==> config.mk <==
export PLATFORM = sky130hd
export DESIGN_NAME = arpt_timer
export DESIGN_NICKNAME = d
export VERILOG_FILES = /design/src/arpt_pkg.sv /design/src/arpt_sync2.sv /design/src/arpt_timer.sv
export SDC_FILE = /design/constraint.sdc
export NUM_CORES = 1
export LEC_CHECK = 0
export BUFFER_PORTS_ARGS = -buffer_cell sky130_fd_sc_hd__buf_2
export CAP_MARGIN = 20
export CORE_MARGIN = 3
export CORE_UTILIZATION = 55
export CTS_CLUSTER_SIZE = 14
export DETAILED_ROUTE_END_ITERATION = 16
export PLACE_DENSITY = 0.75
export SYNTH_ARGS = -nofsm -noshare
export SYNTH_HDL_FRONTEND = slang
export SYNTH_SLANG_ARGS = --single-unit
==> constraint.sdc <==
create_clock -name ref_clk -period 2.8 [get_ports ref_clk]
set_input_delay 0 -clock ref_clk [delete_from_list [all_inputs] [get_ports ref_clk]]
set_output_delay 0 -clock ref_clk [all_outputs]
set_load 0.1 [all_outputs]
==> src/arpt_pkg.sv <==
/*
  arpt_pkg: register indices, field positions, reset values and clock
  selection codes for the autoreload PWM timer with shutdown input.
  Assumes a 32-bit APB slave in which each byte register takes one word.
*/
package arpt_pkg;
  localparam int unsigned CNT_W   = 12;
  localparam int unsigned NUM_CH  = 4;

  // register indices; byte address is four times the index
  localparam logic [5:0] IDX_CSR    = 6'h0d;
  localparam logic [5:0] IDX_CNTH   = 6'h0e;
  localparam logic [5:0] IDX_CNTL   = 6'h0f;
  localparam logic [5:0] IDX_RLDH   = 6'h10;
  localparam logic [5:0] IDX_RLDL   = 6'h11;
  localparam logic [5:0] IDX_OEN    = 6'h12;
  localparam logic [5:0] IDX_CCS0   = 6'h13;
  localparam logic [5:0] IDX_DUTY0H = 6'h17;
  localparam logic [5:0] IDX_CAPH   = 6'h1f;
  localparam logic [5:0] IDX_CAPL   = 6'h20;
  localparam logic [5:0] IDX_XFER   = 6'h21;
  localparam logic [5:0] IDX_BRK    = 6'h22;

  // timer control/status fields
  localparam int unsigned CSR_ICF    = 6;
  localparam int unsigned CSR_CAPTURE_IRQ_EN   = 5;
  localparam int unsigned CSR_SEL    = 3;
  localparam int unsigned CSR_OVF    = 2;
  localparam int unsigned CSR_OVERFLOW_IRQ_EN  = 1;
  localparam int unsigned CSR_COMPARE_IRQ_EN  = 0;
  // channel control/status fields
  localparam int unsigned CCS_POL    = 1;
  localparam int unsigned CCS_MATCH_FLAG   = 0;
  // shutdown control fields
  localparam int unsigned BRK_BA     = 5;
  localparam int unsigned BRK_PEN    = 4;
  // transfer control field
  localparam int unsigned XFER_BIT   = 0;

  // counter clock selection
  localparam logic [1:0] SEL_OFF  = 2'h0;
  localparam logic [1:0] SEL_LITE = 2'h1;
  localparam logic [1:0] SEL_CPU  = 2'h2;
  localparam logic [1:0] SEL_FAST = 2'h3;

  localparam logic [11:0] CNT_MAX    = 12'hfff;
  localparam logic [11:0] CNT_RST    = 12'h000;
  localparam logic        XFER_RST   = 1'b1;
  localparam logic        SHDN_IDLE  = 1'b1;
  // slow mode divides the counter clock by 32
  localparam int unsigned SLOW_DIV   = 32;
  localparam logic [4:0]  PRESC_LAST = 5'(SLOW_DIV - 1);
endpackage

==> src/arpt_sync2.sv <==
/*
  arpt_sync2: two-stage synchroniser for one level.
  Assumes the input may change at any time relative to ref_clk.
*/
`timescale 1ns/1ps
module arpt_sync2 #(
  parameter logic RST_VAL = 1'b0
) (
  input  wire logic ref_clk,
  input  wire logic rst_n,
  input  wire logic async_in,
  output logic      sync_out
);
  typedef struct packed {
    logic ff1;
    logic ff2;
  } arpt_sync_t;

  arpt_sync_t st;
  arpt_sync_t next_st;

  // first stage is read only by the second stage
  always_comb begin
    next_st     = st;
    next_st.ff1 = async_in;
    next_st.ff2 = st.ff1;
  end

  always_ff @(posedge ref_clk) begin
    if (!rst_n) begin
      st <= {RST_VAL, RST_VAL};
    end else begin
      st <= next_st;
    end
  end

  assign sync_out = st.ff2;
endmodule

==> src/arpt_timer.sv <==
/*
  arpt_timer: 12-bit autoreload timer with four PWM/compare channels,
  shutdown input, one input capture, APB register access.
  Assumes inputs synchronous to ref_clk except shutdown_in; lite and fast
  clock sources arrive as one-cycle tick pulses on ref_clk.
*/
`timescale 1ns/1ps
// Overview of operation
// - nonzero duty match with counter sets compare flag and requests interrupt
// - a channel with zero duty never performs output compare
// - enabled shutdown pin sampled low sets shutdown_active, entering break
// - software writing one to shutdown_active enters break like the pin
// - during break, outputs show the break pattern, bypassing polarity inversion
// - break entry resets counter, reload, duties, active duties and output enables; polarity shadow kept
// - clearing shutdown_active returns the pins to general-purpose port logic
// - capture_in edge latches counter, sets capture flag, requests interrupt
// - reading either capture byte clears capture flag; writes leave it
// - further capture edges ignored while capture flag is set
// - slow divides clock by 32; halt stops; active-halt stops unless lite+irq
// - compare and capture share one request; overflow separate; wake rules
// - clock select codes off, lite, cpu, fast; change applies at overflow, or at once while off
// - overflow sets overflow flag, requests interrupt; status read clears
// - counter runs with a clock selected and reloads on overflow
// - output enable bit gives the pin to PWM; clear leaves it to GPIO
// - polarity bit inverts the channel output; resets to zero
// - reading channel status clears its compare flag; hardware sets it
// - channel status upper bits kept clear; shutdown top bits read zero
// - overflow loads preloaded duties and drives outputs high; match drives low
// - transfer enable resets set; overflow copies duty and polarity, then clears
module arpt_timer
  import arpt_pkg::*;
#(
  parameter int unsigned ADDR_W = 8
) (
  input  wire logic              ref_clk,
  input  wire logic              rst_n,
  input  wire logic              psel,
  input  wire logic              penable,
  input  wire logic              pwrite,
  input  wire logic [ADDR_W-1:0] paddr,
  input  wire logic [31:0]       pwdata,
  output logic [31:0]            prdata,
  output logic                   pready,
  output logic                   pslverr,
  input  wire logic              lite_tick,
  input  wire logic              fast_tick,
  input  wire logic              slow_mode,
  input  wire logic              wait_mode,
  input  wire logic              halt_mode,
  input  wire logic              active_halt_mode,
  input  wire logic              shutdown_in_n,
  input  wire logic              capture_in,
  output logic [3:0]             modulated_out,
  output logic [3:0]             modulated_oe_n,
  output logic                   irq_cmp_cap,
  output logic                   irq_ovf,
  output logic                   wake_req
);
  typedef struct packed {
    logic [11:0]      cnt;
    logic [11:0]      reload;
    logic [11:0]      capv;
    logic [3:0][11:0] duty;
    logic [3:0][11:0] duty_act;
    logic [3:0]       pol;
    logic [3:0]       pol_sh;
    logic [3:0]       oe;
    logic [3:0]       match_flag;
    logic [3:0]       pattern;
    logic [3:0]       raw;
    logic [3:0]       pwm;
    logic [3:0]       pwm_oe_n;
    logic [3:0]       hi_buf;
    logic [1:0]       sel;
    logic [1:0]       act_sel;
    logic [4:0]       presc;
    logic             ovf;
    logic             capture_flag;
    logic             capture_irq_en;
    logic             overflow_irq_en;
    logic             compare_irq_en;
    logic             xfer;
    logic             ba;
    logic             shutdown_pin_en;
    logic             cap_prev;
    logic             cap_ok;
    logic             irq_ovf;
    logic             irq_cc;
    logic             wake;
    logic             pready;
    logic             pslverr;
    logic [7:0]       prdata;
  } arpt_state_t;

  arpt_state_t st;
  arpt_state_t next_st;

  logic       shdn_sync;
  logic [6:0] dec;
  logic [5:0] idx;
  logic       hit;
  logic       setup_acc;
  logic       wr;
  logic       rd;
  logic [7:0] rbyte;
  logic       src_tick;
  logic       halted;
  logic       tick;
  logic       ovf_evt;
  logic [3:0] match;
  logic       cap_edge;
  logic       icf_clr;
  logic       entry;

  function automatic logic [6:0] arpt_decode(input logic [ADDR_W-1:0] a);
    logic [5:0] i;
    i = a[7:2];
    // shift keeps the upper-bit test legal when the bus is exactly eight bits wide
    return {(a[1:0] == 2'b00) && ((a >> 8) == '0) && (i >= IDX_CSR) && (i <= IDX_BRK), i};
  endfunction

  arpt_sync2 #(
    .RST_VAL (SHDN_IDLE)
  ) u_shdn_sync (
    .ref_clk  (ref_clk),
    .rst_n    (rst_n),
    .async_in (shutdown_in_n),
    .sync_out (shdn_sync)
  );

  always_comb begin
    next_st   = st;
    dec       = arpt_decode(paddr);
    hit       = dec[6];
    idx       = dec[5:0];
    setup_acc = psel & penable & ~st.pready;
    wr        = psel & penable & st.pready & pwrite & hit;
    rd        = psel & penable & st.pready & ~pwrite & hit;

    // read mux; unmapped and reserved bits read as zero
    rbyte = 8'h00;
    case (idx)
      IDX_CSR:  rbyte = {1'b0, st.capture_flag, st.capture_irq_en, st.sel, st.ovf, st.overflow_irq_en, st.compare_irq_en};
      IDX_CNTH: rbyte = {4'h0, st.hi_buf};
      IDX_CNTL: rbyte = st.cnt[7:0];
      IDX_RLDH: rbyte = {4'h0, st.reload[11:8]};
      IDX_RLDL: rbyte = st.reload[7:0];
      IDX_OEN:  rbyte = {1'b0, st.oe[3], 1'b0, st.oe[2], 1'b0, st.oe[1], 1'b0, st.oe[0]};
      IDX_CAPH: rbyte = {4'h0, st.capv[11:8]};
      IDX_CAPL: rbyte = st.capv[7:0];
      IDX_XFER: rbyte = {7'h00, st.xfer};
      IDX_BRK:  rbyte = {2'b00, st.ba, st.shutdown_pin_en, st.pattern};
      default: begin
        for (int c = 0; c < NUM_CH; c++) begin
          if (idx == IDX_CCS0 + 6'(c)) begin
            rbyte = {6'h00, st.pol[c], st.match_flag[c]};
          end
          if (idx == IDX_DUTY0H + 6'(2 * c)) begin
            rbyte = {4'h0, st.duty[c][11:8]};
          end
          if (idx == IDX_DUTY0H + 6'(2 * c + 1)) begin
            rbyte = st.duty[c][7:0];
          end
        end
      end
    endcase

    // one wait state: data is sampled in the first access cycle
    next_st.pready  = setup_acc;
    next_st.pslverr = setup_acc & ~hit;
    if (setup_acc) begin
      next_st.prdata = hit ? rbyte : 8'h00;
    end
    // high byte frozen with the low byte so a split read stays coherent
    if (setup_acc && hit && !pwrite && idx == IDX_CNTL) begin
      next_st.hi_buf = st.cnt[11:8];
    end

    // counter clock source and low-power gating
    case (st.act_sel)
      SEL_OFF:  src_tick = 1'b0;
      SEL_LITE: src_tick = lite_tick;
      SEL_CPU:  src_tick = 1'b1;
      SEL_FAST: src_tick = fast_tick;
      default:  src_tick = 1'b0;
    endcase
    halted = halt_mode
           | (active_halt_mode & ~(st.act_sel == SEL_LITE & st.overflow_irq_en));
    tick   = src_tick & ~halted & (~slow_mode | (st.presc == PRESC_LAST));
    if (src_tick && !halted && slow_mode) begin
      next_st.presc = st.presc + 5'h01;
    end
    ovf_evt = tick & (st.cnt == CNT_MAX);

    if (tick) begin
      next_st.cnt = ovf_evt ? st.reload : st.cnt + 12'h001;
    end
    // a stopped counter never overflows, so it takes a new source at once
    if (ovf_evt || st.act_sel == SEL_OFF) begin
      next_st.act_sel = st.sel;
    end
    if (ovf_evt && st.xfer) begin
      next_st.duty_act = st.duty;
      next_st.pol_sh   = st.pol;
      next_st.xfer     = 1'b0;
    end

    for (int c = 0; c < NUM_CH; c++) begin
      match[c] = tick & (st.duty_act[c] != CNT_RST) & (st.cnt == st.duty_act[c]);
      if (ovf_evt) begin
        next_st.raw[c] = 1'b1;
      end else if (match[c]) begin
        next_st.raw[c] = 1'b0;
      end
      if (rd && idx == IDX_CCS0 + 6'(c) && st.prdata[CCS_MATCH_FLAG]) begin
        next_st.match_flag[c] = 1'b0;
      end
      if (match[c]) begin
        next_st.match_flag[c] = 1'b1;
      end
    end

    // register writes; status flags are not writable
    if (wr) begin
      case (idx)
        IDX_CSR: begin
          next_st.capture_irq_en  = pwdata[CSR_CAPTURE_IRQ_EN];
          next_st.sel   = pwdata[CSR_SEL+1:CSR_SEL];
          next_st.overflow_irq_en = pwdata[CSR_OVERFLOW_IRQ_EN];
          next_st.compare_irq_en = pwdata[CSR_COMPARE_IRQ_EN];
        end
        IDX_RLDH: next_st.reload[11:8] = pwdata[3:0];
        IDX_RLDL: next_st.reload[7:0]  = pwdata[7:0];
        IDX_OEN: begin
          for (int c = 0; c < NUM_CH; c++) begin
            next_st.oe[c] = pwdata[2 * c];
          end
        end
        IDX_XFER: next_st.xfer = pwdata[XFER_BIT];
        IDX_BRK: begin
          next_st.ba      = pwdata[BRK_BA];
          next_st.shutdown_pin_en    = pwdata[BRK_PEN];
          next_st.pattern = pwdata[3:0];
        end
        default: begin
          for (int c = 0; c < NUM_CH; c++) begin
            if (idx == IDX_CCS0 + 6'(c)) begin
              next_st.pol[c] = pwdata[CCS_POL];
            end
            if (idx == IDX_DUTY0H + 6'(2 * c)) begin
              next_st.duty[c][11:8] = pwdata[3:0];
            end
            if (idx == IDX_DUTY0H + 6'(2 * c + 1)) begin
              next_st.duty[c][7:0] = pwdata[7:0];
            end
          end
        end
      endcase
    end

    // overflow flag: cleared only if the read really showed it, set wins
    if (rd && idx == IDX_CSR && st.prdata[CSR_OVF]) begin
      next_st.ovf = 1'b0;
    end
    if (ovf_evt) begin
      next_st.ovf = 1'b1;
    end

    // input capture
    cap_edge         = st.cap_ok & (capture_in != st.cap_prev);
    next_st.cap_prev = capture_in;
    next_st.cap_ok   = 1'b1;
    icf_clr          = rd & (idx == IDX_CAPH || idx == IDX_CAPL) & st.capture_flag;
    if (icf_clr) begin
      next_st.capture_flag = 1'b0;
    end
    if (cap_edge && !st.capture_flag) begin
      next_st.capv = st.cnt;
      next_st.capture_flag  = 1'b1;
    end

    // shutdown pin only counts once software has enabled it
    if (st.shutdown_pin_en && !shdn_sync) begin
      next_st.ba = 1'b1;
    end
    entry = next_st.ba & ~st.ba;
    if (entry) begin
      next_st.cnt      = CNT_RST;
      next_st.reload   = CNT_RST;
      next_st.duty     = '0;
      next_st.duty_act = '0;
      next_st.oe       = 4'h0;
    end

    // pins: break pattern bypasses the polarity inverter
    for (int c = 0; c < NUM_CH; c++) begin
      next_st.pwm[c]      = next_st.ba ? next_st.pattern[c]
                                       : next_st.raw[c] ^ next_st.pol_sh[c];
      next_st.pwm_oe_n[c] = next_st.ba ? 1'b0 : ~next_st.oe[c];
    end

    next_st.irq_ovf = next_st.ovf & next_st.overflow_irq_en;
    next_st.irq_cc  = (next_st.capture_flag & next_st.capture_irq_en)
                    | ((|next_st.match_flag) & next_st.compare_irq_en);
    next_st.wake    = (wait_mode & (next_st.irq_ovf | next_st.irq_cc))
                    | (active_halt_mode & ~halt_mode & next_st.irq_ovf
                       & (next_st.act_sel == SEL_LITE));
  end

  always_ff @(posedge ref_clk) begin
    if (!rst_n) begin
      st          <= '0;
      st.xfer     <= XFER_RST;
      st.pwm_oe_n <= 4'hf;
    end else begin
      st <= next_st;
    end
  end

  assign prdata         = {24'h00_0000, st.prdata};
  assign pready         = st.pready;
  assign pslverr        = st.pslverr;
  assign modulated_out  = st.pwm;
  assign modulated_oe_n = st.pwm_oe_n;
  assign irq_cmp_cap    = st.irq_cc;
  assign irq_ovf        = st.irq_ovf;
  assign wake_req       = st.wake;

  property p_cmp_set;
    @(posedge ref_clk) disable iff (!rst_n) match[0] |=> st.match_flag[0];
  endproperty
  a_cmp_set: assert property (p_cmp_set) else $error("compare flag not set on match");

  property p_zero_duty;
    @(posedge ref_clk) disable iff (!rst_n)
      (st.duty_act[0] == 12'h000) && !st.match_flag[0] |=> !st.match_flag[0];
  endproperty
  a_zero_duty: assert property (p_zero_duty) else $error("compare on zero duty");

  property p_pin_break;
    @(posedge ref_clk) disable iff (!rst_n) st.shutdown_pin_en && !shdn_sync |=> st.ba;
  endproperty
  a_pin_break: assert property (p_pin_break) else $error("pin did not enter break");

  property p_pattern;
    @(posedge ref_clk) disable iff (!rst_n)
      st.ba |-> (modulated_out == st.pattern) && (modulated_oe_n == 4'h0);
  endproperty
  a_pattern: assert property (p_pattern) else $error("break pattern not on pins");

  property p_entry;
    @(posedge ref_clk) disable iff (!rst_n)
      !st.ba ##1 st.ba |-> (st.cnt == 12'h000) && (st.reload == 12'h000)
                           && (st.oe == 4'h0) && (st.duty == '0);
  endproperty
  a_entry: assert property (p_entry) else $error("break entry did not reset");

  property p_capture;
    @(posedge ref_clk) disable iff (!rst_n)
      cap_edge && !st.capture_flag |=> st.capture_flag && (st.capv == $past(st.cnt));
  endproperty
  a_capture: assert property (p_capture) else $error("capture not latched");

  property p_cap_hold;
    @(posedge ref_clk) disable iff (!rst_n) st.capture_flag && !icf_clr |=> $stable(st.capv);
  endproperty
  a_cap_hold: assert property (p_cap_hold) else $error("capture overwritten");

  property p_ovf_reload;
    @(posedge ref_clk) disable iff (!rst_n)
      ovf_evt && !entry |=> st.ovf && (st.cnt == $past(st.reload));
  endproperty
  a_ovf_reload: assert property (p_ovf_reload) else $error("overflow reload wrong");

  property p_ovf_clear;
    @(posedge ref_clk) disable iff (!rst_n)
      rd && (idx == IDX_CSR) && st.prdata[CSR_OVF] && !ovf_evt |=> !st.ovf;
  endproperty
  a_ovf_clear: assert property (p_ovf_clear) else $error("status read kept flag");

  property p_apb_ready;
    @(posedge ref_clk) disable iff (!rst_n)
      psel && penable && !pready |=> pready ##1 !pready;
  endproperty
  a_apb_ready: assert property (p_apb_ready) else $error("apb ready timing wrong");
endmodule

==> run summary <==
- **run status** completed
- **number of buffers added on ports** 49
- **number of violations reported at the end of detailed-routing iteration 0** 1096
- **vertical die dimension** 139 microns
- **count of flip-flops with a built-in enable after synthesis** 0
- **Clock Latency Late Sink** 0.51 ns
- **CTS clk-pin slew, worst paths** 0.06 ns
- **count of unique library cells instantiated by Yosys** 67
- **final setup skew** 0.0184 ns
- **data arrival time of the worst path** 3.00 ns
- **sequential cell area** 4050 sq um
- **drc violations** 0
- **cells after synthesis** 1127
- **top cells by area, synth** dfxtp_1 (42%), mux2i_1 (10%), nand2_1 (6.2%), xor2_1 (5.1%), a21oi_1 (3.9%)
- **cts bufs inserted** 22
- **leakage** 0.00444 uW
- **Worst Setup Slack, final** 0.196 ns
- **net count reported at finish** 1235
- **unrepaired setup endpoints after global routing** false
- **Core Region** 17300 sq um
- **biggest area consumer among synthesized cells** dfxtp_1
- **number of buffers on the longest clock path** 3
- **row count** 48
- **final hold vios** 0
- **power density relative to cell area** 578 nW/um^2
- **type of the setup path with the least slack** reg2reg
- **minimum clock period after layout** 2.60 ns
- **warnings from Yosys** 0
- **Via-to-Cell Ratio** 6.05
- **post-synthesis instance area** 9740 sq um
- **fraction of layout cells with a size suffix above 1** 0.138
- **final RePlAce weighted congestion** 0.958
- **cell at the root of the clock tree** clkbuf_16
- **worst voltage drop across the vdd grid** 595 uV
- **register bit count reported by yosys** 202
- **post-detailed-route wirelength per cell** 21.0 microns
- **Overall Power** 6440 uW
- **total iterations of the first detailed-routing run** 8
- **remaining max-slew budget at the tightest pin** 0.544
- **multi-input combinational cell area** 5140 sq um
- **vias in the first global route** 8160
- **max-cap check violation count** 0
- **Post-Place Worst Slack** 0.156 ns
- **starting utilization of the core area** 0.563
- **total grt overflow** 0
- **share of the synthesized area in the top cell type** 0.415
- **number of nets still failing antenna checks after routing** 0
- **diode insertion count for antenna repair** 0
- **period utilization** 0.930
- **number of I/O pins** 98
- **first-pass GRT wire length** 45.8 mm
- **antenna violations before repair** 0
- **endpoints failing setup** 0
- **transition time at the pin with the least slew margin** 0.682 ns
- **class of the worst hold path** in2reg
- **area added between synthesis and finish** 14.3%
- **per-instance average area after synthesis** 8.64 sq um
- **summed negative setup slack over all endpoints** 0 ns
- **maximum number of pins on one net before global-route repair** 49
- **final HPWL from detailed placement** 21.0 mm
- **peak clock frequency supported by timing** 384 MHz
- **ys flop type** dfxtp_1
- **largest fanout on the critical path** 8
- **type of destination of the critical path** register
- **share of the yosys chip area belonging to registers** 0.415
- **Global Route Usage Sum** 0.296
- **Hold WS** 0.0214 ns
- **clock tree from TritonCTS** built
- **CP Data Required Time** 3.20 ns
- **Total Routed Length** 29.8 mm
- **H-tree Lvls** 1
- **startpoint type of the worst setup path** register
- **clock sink count** 202
- **Via Count** 8582
- **proportion of synthesized flip-flops having asynchronous set or reset** 0
- **die extent in x** 139 microns
- **final-layout fill cell count** 1446
- **area enclosed by the die boundary** 19300 sq um
- **postcts setup bufs** 0
- **max-slew violations** 0
-- cells in the mapped netlist (10+ instances only) --
cell	count
inv_1	10
buf_4	47
nor3_1	15
xor2_1	57
a21oi_1	76
nor4_1	28
clkbuf_1	47
o21ai_0	27
nand3_1	19
and2_1	19
mux2i_1	102
nand2_1	160
dfxtp_1	202
nor2_1	100
a22oi_1	16
nor2b_1	41
and3_1	10
a222oi_1	10
-- cells in the final DEF (no fill, tap or decap), drive strengths merged, types with 4 or more instances in the layout --
| cell | count |
|---|---|
| a21oi | 76 |
| nor2 | 104 |
| a222oi | 10 |
| conb | 24 |
| a31oi | 8 |
| nor3 | 18 |
| nand2 | 160 |
| dlygate4sd3 | 15 |
| mux2i | 102 |
| nand2b | 9 |
| a21boi | 9 |
| and2 | 20 |
| o31ai | 6 |
| clkbuf | 29 |
| dfxtp | 202 |
| o21ai | 29 |
| and3 | 10 |
| buf | 103 |
| nand3 | 19 |
| nor2b | 41 |
| inv | 12 |
| a22oi | 16 |
| xor2 | 57 |
| bufinv | 4 |
| a31o | 4 |
| a221oi | 6 |
| or2 | 4 |
| nand4 | 8 |
| nor4 | 31 |
| a32oi | 4 |
-- flip-flops by register name (all words and copies together) (netlist names) --
signal and flops:
modulated_oe_n 4, pslverr 1, st 179, u_shdn_sync.sync_out 1, u_shdn_sync.next_st 1, modulated_out 4
prdata 8, pready 1, irq_cmp_cap 1, irq_ovf 1, wake_req 1
-- final cells by class --
| cell class | instances | share of cell area |
|---|---|---|
| multi-input cells | 825 | 0.462 |
| flip-flops and latches | 202 | 0.363 |
| repair buffers | 118 | 0.0753 |
| clock buffers | 29 | 0.0564 |
| well taps | 225 | 0.0253 |
| clock inverters | 10 | 0.0144 |
| inverters | 10 | 0.00337 |
-- through the flow --
| stage | area [sq um] | instances | utilization |
|---|---|---|---|
| after detailed placement | 10200 | 1365 | 0.589 |
| after CTS | 11100 | 1419 | 0.643 |
| final | 11100 | 1419 | 0.644 |
| after global placement | 10200 | 1365 | 0.589 |
| after floorplan | 9830 | 1150 | - |
| after global routing | 11100 | 1419 | 0.644 |
-- metal layers --
metal	up-vias	global-route usage	share of wire
met5	-	0	0
met4	0	0.110	0.036
met3	74	0.0538	0.10
met2	453	0.482	0.46
met1	4085	0.395	0.40
li1	3970	-	-
-- cell families (layout without fill, tap and decap cells) --
logic type / Yosys count / in the layout / share of synthesized area
other: 1 / 24 / 0.000385
XOR/XNOR: 60 / 60 / 0.0540
buffers and inverters: 123 / 167 / 0.0675
adder cells (fa/ha/maj): 4 / 4 / 0.00488
flip-flops: 202 / 202 / 0.415
multiplexers: 103 / 103 / 0.106
AO/OA/AOI/OAI: 194 / 194 / 0.129
AND/OR/NAND/NOR: 440 / 440 / 0.223
-- where the power goes --
part           leakage, uW  internal [uW]  switching [uW]
clock network     0.000386           1950            1190
logic              0.00242           94.7             324
registers          0.00163           2880            3.92
total              0.00444           4930            1510
-- path summary, 6_finish.rpt --
check / startpoint / cells after the start / slack [ns] / to
worst max-delay path: st[23] / 9 / 0.20 / wake_req
worst min-delay path: penable / 4 / 0.02 / pslverr
worst max register to register: st[23] / 9 / 0.20 / wake_req
worst min register to register: u_shdn_sync.next_st[0] / 1 / 0.42 / u_shdn_sync.sync_out
-- worst max-delay path: stages, from the launching register on --
cell and delay, ns:
dfxtp_1 0.33, ha_1 0.21, and3_1 0.19, ha_1 0.17, nand2b_1 0.19, nand3_2 0.23
o31ai_1 0.16, nor4_1 0.56, o22ai_1 0.19, o2111a_1 0.27
-- what timing repair did --
item,in CTS,in global routing
resized for setup,0,1
setup endpoints to repair,0,2
endpoints found under the hold margin,55,0
hold buffers,15,0
No activity file was read; power rests on OpenSTA's default activity.
